==> src/verilog/exp_defs.svh <==
// Constants for the expansion bus strobe timing block.
// Assumes inclusion by bare name from every design file that needs it.
`ifndef EXP_DEFS_SVH
`define EXP_DEFS_SVH
`define EXP_ADDR_W      24
`define EXP_DATA_W      16
`define EXP_SHORT_LEN_W 2
`define EXP_LONG_LEN_W  4
`define EXP_CNT_W       4
`define EXP_CNT_ZERO    4'h0
`define EXP_LATCH_LEN   4'h0
`endif

==> src/verilog/exp_pkg.sv <==
// Types shared by the expansion bus strobe timing design.
// Assumes nothing beyond a SystemVerilog compiler.
`default_nettype none
package exp_pkg;
  typedef enum logic [1:0] {
    MODE_SPLIT_SIMPLEX = 2'h0,
    MODE_DS_MUX        = 2'h1,
    MODE_DS_SIMPLEX    = 2'h2
  } bus_mode_e;

  typedef enum logic [2:0] {
    ST_IDLE   = 3'h0,
    ST_ADDR   = 3'h1,
    ST_LATCH  = 3'h2,
    ST_SETUP  = 3'h3,
    ST_STROBE = 3'h4,
    ST_HOLD   = 3'h5,
    ST_RECOV  = 3'h6
  } phase_e;

  typedef struct packed {
    logic ale;
    logic cs_n;
    logic wr_n;
    logic rd_n;
    logic ds_n;
    logic rnw;
    logic addr_show;
    logic data_drive;
  } pins_s;
endpackage
`default_nettype wire

==> src/verilog/phase_if.sv <==
// Load and done handshake between the sequencer and its phase counter.
// Assumes both ends share ref_clk.
`timescale 1ns/1ps
`default_nettype none
interface phase_if;
  logic       load;
  logic [3:0] load_val;
  logic       done;
  modport ctl (output load, output load_val, input done);
  modport cnt (input load, input load_val, output done);
endinterface
`default_nettype wire
==> src/verilog/expansion_bus_async_strobe_timing.sv <==
// Asynchronous expansion bus access sequencer: split simplex and data-strobe modes.
// Assumes requests and pins are synchronous to ref_clk; wait input is asynchronous.
`timescale 1ns/1ps
`default_nettype none
`include "exp_defs.svh"
module expansion_bus_async_strobe_timing
  import exp_pkg::*;
(
  input  wire logic                         ref_clk,
  input  wire logic                         reset,
  input  wire logic [1:0]                   bus_mode,
  input  wire logic [`EXP_SHORT_LEN_W-1:0]  address_phase_len,
  input  wire logic [`EXP_SHORT_LEN_W-1:0]  data_setup_phase_len,
  input  wire logic [`EXP_LONG_LEN_W-1:0]   strobe_phase_len,
  input  wire logic [`EXP_SHORT_LEN_W-1:0]  hold_phase_len,
  input  wire logic [`EXP_LONG_LEN_W-1:0]   recovery_phase_len,
  input  wire logic                         req_valid,
  output logic                              req_ready,
  input  wire logic                         req_write,
  input  wire logic [`EXP_ADDR_W-1:0]       req_addr,
  input  wire logic [`EXP_DATA_W-1:0]       req_wdata,
  output logic                              rsp_valid,
  output logic [`EXP_DATA_W-1:0]            rsp_rdata,
  output logic [`EXP_ADDR_W-1:0]            addr_out,
  output logic                              chip_select_n,
  output logic                              address_latch_strobe,
  output logic                              split_write_strobe_n,
  output logic                              split_read_strobe_n,
  output logic                              data_strobe_n,
  output logic                              read_not_write,
  output logic [`EXP_DATA_W-1:0]            data_out,
  output logic                              data_oe,
  input  wire logic [`EXP_DATA_W-1:0]       data_in,
  input  wire logic                         slow_device_wait_n
);
  phase_e                   state_r, state_nxt;
  bus_mode_e                mode_r, mode_nxt, mode_cur;
  logic                     write_r, write_nxt;
  logic [`EXP_ADDR_W-1:0]   addr_r, addr_nxt;
  logic [`EXP_DATA_W-1:0]   wdata_r, wdata_nxt;
  logic [13:0]              lens_r, lens_nxt, lens_cur;
  pins_s                    pins_r, pins_nxt;
  logic [`EXP_DATA_W-1:0]   rdata_r, rdata_nxt;
  logic                     rsp_r, rsp_nxt;
  logic                     wait_meta_r, wait_sync_r;
  logic                     accept;
  phase_if                  pif();

  phase_counter u_phase_counter (
    .ref_clk (ref_clk),
    .reset   (reset),
    .pif     (pif)
  );

  // Pin levels for a phase; registered so pins never glitch on decode
  function automatic pins_s pin_decode(phase_e s, bus_mode_e m, logic wr);
    logic mux;
    logic busy;
    logic stb;
    mux  = (m == MODE_DS_MUX);
    busy = (s == ST_SETUP) || (s == ST_STROBE) || (s == ST_HOLD);
    stb  = (s == ST_STROBE);
    pin_decode.ale        = mux && (s == ST_ADDR);
    pin_decode.addr_show  = (s == ST_ADDR) || (s == ST_LATCH) || (!mux && busy);
    pin_decode.cs_n       = !busy;
    pin_decode.wr_n       = !(stb && wr && m == MODE_SPLIT_SIMPLEX);
    pin_decode.rd_n       = !(stb && !wr && m == MODE_SPLIT_SIMPLEX);
    pin_decode.ds_n       = !(stb && m != MODE_SPLIT_SIMPLEX);
    pin_decode.rnw        = !(wr && s != ST_IDLE);
    pin_decode.data_drive = wr && busy;
  endfunction

  // Phase length minus one for the phase being entered
  function automatic logic [3:0] phase_load(phase_e s, logic [13:0] l);
    case (s)
      ST_ADDR:   phase_load = {2'h0, l[13:12]};
      ST_SETUP:  phase_load = {2'h0, l[11:10]};
      ST_STROBE: phase_load = l[9:6];
      ST_HOLD:   phase_load = {2'h0, l[5:4]};
      ST_RECOV:  phase_load = l[3:0];
      default:   phase_load = `EXP_LATCH_LEN;
    endcase
  endfunction

  assign req_ready = (state_r == ST_IDLE);
  assign accept    = req_valid && req_ready;
  assign lens_cur  = accept ? {address_phase_len, data_setup_phase_len, strobe_phase_len,
                               hold_phase_len, recovery_phase_len} : lens_r;
  assign mode_cur  = accept ? bus_mode_e'(bus_mode) : mode_r;

  // Phase sequencing; settings are frozen for the whole access
  always_comb
  begin
    state_nxt = state_r;
    mode_nxt  = mode_r;
    write_nxt = write_r;
    addr_nxt  = addr_r;
    wdata_nxt = wdata_r;
    lens_nxt  = lens_r;
    rdata_nxt = rdata_r;
    rsp_nxt   = 1'b0;
    case (state_r)
      ST_IDLE:
      begin
        if (accept)
        begin
          state_nxt = ST_ADDR;
          mode_nxt  = mode_cur;
          write_nxt = req_write;
          addr_nxt  = req_addr;
          wdata_nxt = req_wdata;
          lens_nxt  = lens_cur;
        end
      end
      ST_ADDR:
        if (pif.done)
          state_nxt = (mode_r == MODE_DS_MUX) ? ST_LATCH : ST_SETUP;
      ST_LATCH:
        state_nxt = ST_SETUP;
      ST_SETUP:
        if (pif.done)
          state_nxt = ST_STROBE;
      ST_STROBE:
      begin
        // Slow device holds the strobe; wait is seen two cycles late
        if (pif.done && wait_sync_r)
        begin
          state_nxt = ST_HOLD;
          rsp_nxt   = 1'b1;
          if (!write_r)
            rdata_nxt = data_in;
        end
      end
      ST_HOLD:
        if (pif.done)
          state_nxt = ST_RECOV;
      ST_RECOV:
        if (pif.done)
          state_nxt = ST_IDLE;
      default:
        state_nxt = ST_IDLE;
    endcase
    pins_nxt = pin_decode(state_nxt, mode_nxt, write_nxt);
  end

  // Counter reload on every phase change
  always_comb
  begin
    pif.load     = (state_nxt != state_r);
    pif.load_val = phase_load(state_nxt, lens_nxt);
  end

  always_ff @(posedge ref_clk)
  begin
    if (reset)
    begin
      state_r     <= ST_IDLE;
      mode_r      <= MODE_SPLIT_SIMPLEX;
      write_r     <= 1'b0;
      addr_r      <= '0;
      wdata_r     <= '0;
      lens_r      <= '0;
      rdata_r     <= '0;
      rsp_r       <= 1'b0;
      pins_r      <= pin_decode(ST_IDLE, MODE_SPLIT_SIMPLEX, 1'b0);
      wait_meta_r <= 1'b1;
      wait_sync_r <= 1'b1;
    end
    else
    begin
      state_r     <= state_nxt;
      mode_r      <= mode_nxt;
      write_r     <= write_nxt;
      addr_r      <= addr_nxt;
      wdata_r     <= wdata_nxt;
      lens_r      <= lens_nxt;
      rdata_r     <= rdata_nxt;
      rsp_r       <= rsp_nxt;
      pins_r      <= pins_nxt;
      wait_meta_r <= slow_device_wait_n;  // Two-stage synchroniser
      wait_sync_r <= wait_meta_r;
    end
  end

  // Pin outputs from flops; addr_out gated by the registered addr_show
  assign address_latch_strobe = pins_r.ale;
  assign chip_select_n        = pins_r.cs_n;
  assign split_write_strobe_n = pins_r.wr_n;
  assign split_read_strobe_n  = pins_r.rd_n;
  assign data_strobe_n        = pins_r.ds_n;
  assign read_not_write       = pins_r.rnw;
  assign data_oe              = pins_r.data_drive;
  assign addr_out             = pins_r.addr_show ? addr_r : '0;
  assign data_out             = wdata_r;
  assign rsp_valid            = rsp_r;
  assign rsp_rdata            = rdata_r;

  // Helper counters for the checks below
  logic [4:0] ale_cnt_r, ale_cnt_nxt, stb_cnt_r, stb_cnt_nxt;
  logic       any_stb_n;
  assign any_stb_n = split_write_strobe_n && split_read_strobe_n && data_strobe_n;
  always_comb
  begin
    ale_cnt_nxt = address_latch_strobe ? ale_cnt_r + 5'h01 : 5'h00;
    stb_cnt_nxt = !any_stb_n ? stb_cnt_r + 5'h01 : 5'h00;
  end
  always_ff @(posedge ref_clk)
  begin
    if (reset)
    begin
      ale_cnt_r <= 5'h00;
      stb_cnt_r <= 5'h00;
    end
    else
    begin
      ale_cnt_r <= ale_cnt_nxt;
      stb_cnt_r <= stb_cnt_nxt;
    end
  end
endmodule // expansion_bus_async_strobe_timing
`default_nettype wire

==> src/verilog/phase_counter.sv <==
// Down counter that times one phase of an access.
// Assumes load is a one-cycle pulse on phase entry.
`timescale 1ns/1ps
`default_nettype none
`include "exp_defs.svh"
module phase_counter
  import exp_pkg::*;
(
  input  wire logic ref_clk,
  input  wire logic reset,
  phase_if.cnt      pif
);
  logic [`EXP_CNT_W-1:0] cnt_r;
  logic [`EXP_CNT_W-1:0] cnt_nxt;

  // Loaded with length minus one, so done marks the last cycle
  always_comb
  begin
    cnt_nxt = cnt_r;
    if (pif.load)
      cnt_nxt = pif.load_val;
    else if (cnt_r != `EXP_CNT_ZERO)
      cnt_nxt = cnt_r - 4'h1;
  end

  always_ff @(posedge ref_clk)
  begin
    if (reset)
      cnt_r <= `EXP_CNT_ZERO;
    else
      cnt_r <= cnt_nxt;
  end

  assign pif.done = (cnt_r == `EXP_CNT_ZERO);
endmodule // phase_counter
`default_nettype wire

==> config.mk <==
export PLATFORM = sky130hd
export DESIGN_NAME = expansion_bus_async_strobe_timing
export DESIGN_NICKNAME = d
export VERILOG_FILES = /design/src/verilog/exp_pkg.sv /design/src/verilog/phase_if.sv /design/src/verilog/expansion_bus_async_strobe_timing.sv /design/src/verilog/phase_counter.sv
export VERILOG_INCLUDE_DIRS = /design/src /design/src/verilog
export SDC_FILE = /design/constraint.sdc
export NUM_CORES = 1
export LEC_CHECK = 0
export BUFFER_PORTS_ARGS = -buffer_cell sky130_fd_sc_hd__buf_2
export CAP_MARGIN = 20
export CORE_MARGIN = 5
export CORE_UTILIZATION = 44
export CTS_BUF_LIST = sky130_fd_sc_hd__clkbuf_16
export DETAILED_ROUTE_END_ITERATION = 8
export PLACE_DENSITY = 0.76
export SKIP_CTS_REPAIR_TIMING = 1
export SYNTH_ARGS = -nofsm -noshare
export SYNTH_HDL_FRONTEND = slang
export SYNTH_SLANG_ARGS = --single-unit
==> constraint.sdc <==
create_clock -name ref_clk -period 1.9 [get_ports ref_clk]
set_input_delay 0.38 -clock ref_clk [delete_from_list [all_inputs] [get_ports ref_clk]]
set_output_delay 0.38 -clock ref_clk [all_outputs]
set_load 0.005 [all_outputs]
# Word-level counts from Yosys, hierarchy flattened
# Cells that the tools add are included.
# word_totals
ram_bits	0
rom_bits	0
mem_count	0
regBits	91
latch_bits	0
out_inout_bits	65
# classes
n_bitwise	2
n_lt_le_gt_ge	0
shifts	0
addsub	1
n_mux	19
multipliers	0
n_reduce_logical	32
div	0
n_eq_ne	15
# op_table
operator	n
2-to-1 mux 14 bit	2
2-to-1 mux 24 bit	1
case mux 3 bit (7 select lines)	1
case mux 4 bit (5 select lines)	1
== test 3 bit (second input constant)	6
2-to-1 mux 3 bit	6
== test 3 x 2 -> 1 bit (second input constant)	4
logical AND 1 bit	11
2-to-1 mux 4 bit	2
logical NOT 1 bit	7
== test 3 x 1 -> 1 bit (second input constant)	2
== test 2 x 1 -> 1 bit (second input constant)	2
logical NOT 4 bit	1
logical OR 1 bit	4
2-to-1 mux 1 bit	4
2-to-1 mux 2 bit	2
nonzero test 2 bit	2
nonzero test 4 bit	1
subtractor 4 x 1 -> 4 bit (second input constant)	1
logical NOT 3 bit	1
inequality test 3 bit	1
AND reduction 3 bit	1
nonzero test 3 bit	1
logical NOT 2 bit	1
other kinds (3)	4

# Longest topological paths before layout
# logic_depth
ltp_word	9
ltp_mapped	9

# Cells and area by module
# Synthesis repeated with hierarchy kept, for this count alone.
# unflattened
hier_cells	447
area_unflattened_um2	3776.1
# by_module_without_submodules
module	cells_per_inst	area_per_inst_um2	n_inst
expansion_bus_async_strobe_timing	423	3547.2	1
phase_counter	24	229.0	1

# Worst setup path before layout
# Ideal clock, no wire load.
# synth_path
path_type	flip-flop to flip-flop
startpoint	register u_phase_counter.cnt_r[0]
endpoint	register u_phase_counter.cnt_r[1]
required_ns	1.814
n_path_buf	1
setup_time_ns	0.086
path_stages_with_launch	9
t_arrival_ns	1.849
synth_period_minus_slack_ns	1.936
setup_slack_ns	-0.036
cell_sequence	dfxtp_1 -> inv_1 -> ha_1 -> buf_4 -> nor3b_4 -> o32a_1 -> a21oi_1 -> o21ai_0 -> a221oi_2
# synth_via
elab_chain_cells	7
elab_cells_between_ends	20
classes_between	add/sub: 1; eq/ne: 6; mux: 9; reduce/logical: 4
# synth_rtl
item	line	text
from (decl)	phase_counter.sv:13	logic [`EXP_CNT_W-1:0] cnt_r;
from (signal assigned)	phase_counter.sv:29	cnt_r <= `EXP_CNT_ZERO;
from (signal assigned)	phase_counter.sv:31	cnt_r <= cnt_nxt;
logical NOT 4 bit (no source line)	n/a	
logical AND 1 bit	expansion_bus_async_strobe_timing.sv:126	if (pif.done && wait_sync_r)
2-to-1 mux 3 bit	expansion_bus_async_strobe_timing.sv:126	
case mux 3 bit (7 select lines)	expansion_bus_async_strobe_timing.sv:102	case (state_r)
== test 3 bit (tied with other cells)	expansion_bus_async_strobe_timing.sv:75	case (s)
case mux 4 bit (5 select lines)	expansion_bus_async_strobe_timing.sv:75	
2-to-1 mux 4 bit	phase_counter.sv:20	if (pif.load)
# Several ways; a longest one is shown, not always the timed one. The select of a mux whose other input is x is not followed.
# A chain may end at the register's enable or synchronous reset.

# Final worst setup path
# layout_path
startpoint	register u_phase_counter.cnt_r[1]
endpoint	register u_phase_counter.cnt_r[1]
# The elaborated chain is that of the path after synthesis.

==> metrics.md <==
| Metric | Value |
|---|---|
| Initial core utilization | 44.9% |
| Total power | 7.36 mW |
| Sw Pwr | 2.62 mW |
| Int Pwr | 4.74 mW |
| Worst rel slew slack | 63.7% |
| P&R area growth vs syn | 36.2% |
| N_diodes | 0 |
| Clock period minus worst slack | 1.92 ns |
| Met2 wire len | 5430 µm |
| DR vias | 3801 |
| Post-synth EDFFs | 0 |
| CTS H-tree lvls | 3 |
| Setup ws final | -0.0167 ns |
| RSZ-0062 raised after global routing | yes |
| Rows | 34 |
| Drt drc | 0 |
| Top Metal Used | met5 |
| Max Cap Violations | 0 |
| Buffers added on ports | 141 |
| Initial antenna violation count | 1 |
| FMAX | 522 MHz |
| Req. time, crit path | 2.14 ns |
| Die area | 0.0108 mm² |
| Clock power frac | 23.7% |
| Critical path class | register to register |
| Num CTS Buffers | 9 |
| Routed len/inst | 14.4 µm |
| Register area share after synthesis | 47.0% |
| FFs w/ async S/R, synth | 0% |
| CTS Buffer Depth | 2 |
| Power per cell area | 1400 mW/mm² |
| Final non-filler cell total | 746 |
| Worst-path maximum fanout | 6 |
| Worst-Skew Late Latency | 0.33 ns |
| Slew Viols, Final | 0 |
| Main synth FF type | dfxtp_1 |
| Met3 routed WL | 628 µm |
| Net Sw Frac | 35.6% |
| Vias in the first global route | 3598 |
| Critical Path AT | 2.16 ns |
| Largest net degree at the start of global routing | 31 |
| Worst Hold Class | primary input to register |
| Yosys reg bits | 91 |
| Die span in x | 104 µm |
| Total GRT Usage | 18.7% |
| CTS clk-pin slew, worst paths | 0.07 ns |
| Flop pwr share | 33.3% |
| Hpwl dp | 7510 µm |
| Cells after synthesis | 477 |
| Design area | 0.00528 mm² |
| Fin. Hold Viols | 0 |
| Most frequent cells in the layout | buf_2, nand2_1, dfxtp_1 |
| DRT iter0 DRCs | 244 |
| Sum Neg Setup Slack | -0.0167 ns |
| Worst Skew | 0.0122 ns |
| CP endpoint kind | register |
| CORE AREA | 0.00864 mm² |
| Failing checks | negative setup slack |
| Netlist cell types | 54 |
| Worst-Margin Slew | 0.540 ns |
| Io pins | 142 |
| Startpoint types | register |
| Fin crit share | 101% |
| Worst vdd ir | 0.000667 V |
| Synthesized area | 0.00387 mm² |
| DR pass1 iterations | 5 |
| Layout cells sized above 1 | 36.5% |
| First-pass GRT wire length | 16900 µm |
| Antenna viol nets, final | 0 |
| CTS tree | done |
| Die H | 104 µm |
| Logic pwr share | 42.9% |
| Pleak | 2.33 nW |
| Syn nets | 555 |
| Warnings from Yosys | 0 |
| Root buffer cell | clkbuf_16 |
| Placed insts | 725 |
| Most common cell after layout, fill and taps aside | buf_2 |
| Clock Sinks | 91 |
| Final-stage net count | 711 |
| Final number of setup-violating endpoints | 1 |
| Mean Syn Cell Area | 8.12 µm² |
| M1 WL | 4460 µm |
| Post-Route WL | 10700 µm |
| Outcome | finished, violations left |
| Area after DPL | 0.00478 mm² |
| Vias per inst | 5.10 |
| Remaining Overflow, GRT | 0 |
| GPL Wtd Cong | 0.817 |
==> metrics by stage <==
stage          worst slack, ns  hold WS (ns)  utilization [%]
6_report               -0.0167         0.241             61.1
5_1_grt                 -0.170         0.234             61.1
4_1_cts                 -0.115         0.227             58.8
3_5_place_dp            -0.140         0.397             55.3
3_3_place_gp            -0.136         0.397             55.3
2_1_floorplan           0.0138         0.389                -
==> area by class of cell <==
| type | instances | area (µm²) |
|---|---|---|
| repair buffers | 181 | 1060 |
| multi-input cells | 343 | 1940 |
| fillers | 755 | 3360 |
| well taps | 108 | 135 |
| clock inverters | 7 | 68.8 |
| flip-flops and latches | 91 | 1820 |
| inverters | 7 | 26.3 |
| clock buffers | 9 | 225 |
==> sequential cells by signal, indices dropped and copies added, names as in the netlist <==
signal / cells
addr_r: 24
split_read_strobe_n: 1
wait_meta_r: 1
rsp_valid: 1
data_out: 16
data_strobe_n: 1
u_phase_counter.cnt_r: 4
wait_sync_r: 1
split_write_strobe_n: 1
state_r: 3
write_r: 1
pins_r: 1
read_not_write: 1
address_latch_strobe: 1
rsp_rdata: 16
lens_r: 14
mode_r: 2
chip_select_n: 1
data_oe: 1
==> power groups by stage <==
stage	sequential [mW]	combinational, mW	clock (mW)
floorplan	2.45	1.87	0
global placement	2.46	2.69	0
detailed placement	2.48	2.75	0
CTS	2.44	2.77	1.78
global route	2.50	3.48	1.88
finish	2.45	3.16	1.75
==> synthesized netlist by cell type, types with 3 or more instances <==
cell        n  share of area (%)
a21oi_1    76                9.8
inv_1       7               0.68
clkbuf_1   17                1.6
buf_6       6                1.7
o211ai_1    5               0.97
nand2b_1    4               0.65
nand2_1   139                 13
nand3b_1    3               0.58
nor3_1      3               0.39
nor2_1     20                1.9
dfxtp_1    91                 47
buf_2      10                1.3
and2_1     25                4.0
mux2i_1     7                1.8
or2_2       4               0.65
o21ai_0     9                1.2
==> cells by family after synthesis <==
logic type / synth area share (%)
fa+ha+maj: 0.323
mux: 2.39
xor+xnor: 0.452
buf+inv: 5.88
simple gates: 26.4
compound gates: 17.5
flops: 47.0
==> critical path, stage by stage, from the launching register on <==
cell and delay, ns:
dfxtp_2 0.34, inv_1 0.08, ha_4 0.16, nor3b_4 0.21, buf_4 0.15, mux2_4 0.34
nor2_1 0.25, a2111oi_2 0.10, a221oi_2 0.21
==> metal layers <==
metal | vias to the layer above | track usage (%)
met1 | 1751 | 23.1
li1 | 1898 | -
met4 | 2 | 5.92
met2 | 134 | 31.5
met3 | 16 | 5.22
met5 | - | 0
==> final timing paths <==
path	start	end	slack, ns	cells after the start
max	u_phase_counter.cnt_r[1]	u_phase_counter.cnt_r[1]	-0.02	8
min	slow_device_wait_n	wait_meta_r	0.24	2
max reg2reg	u_phase_counter.cnt_r[1]	u_phase_counter.cnt_r[1]	-0.02	8
min reg2reg	wait_meta_r	wait_sync_r	0.41	1
Power figures use the tool's default switching activity.
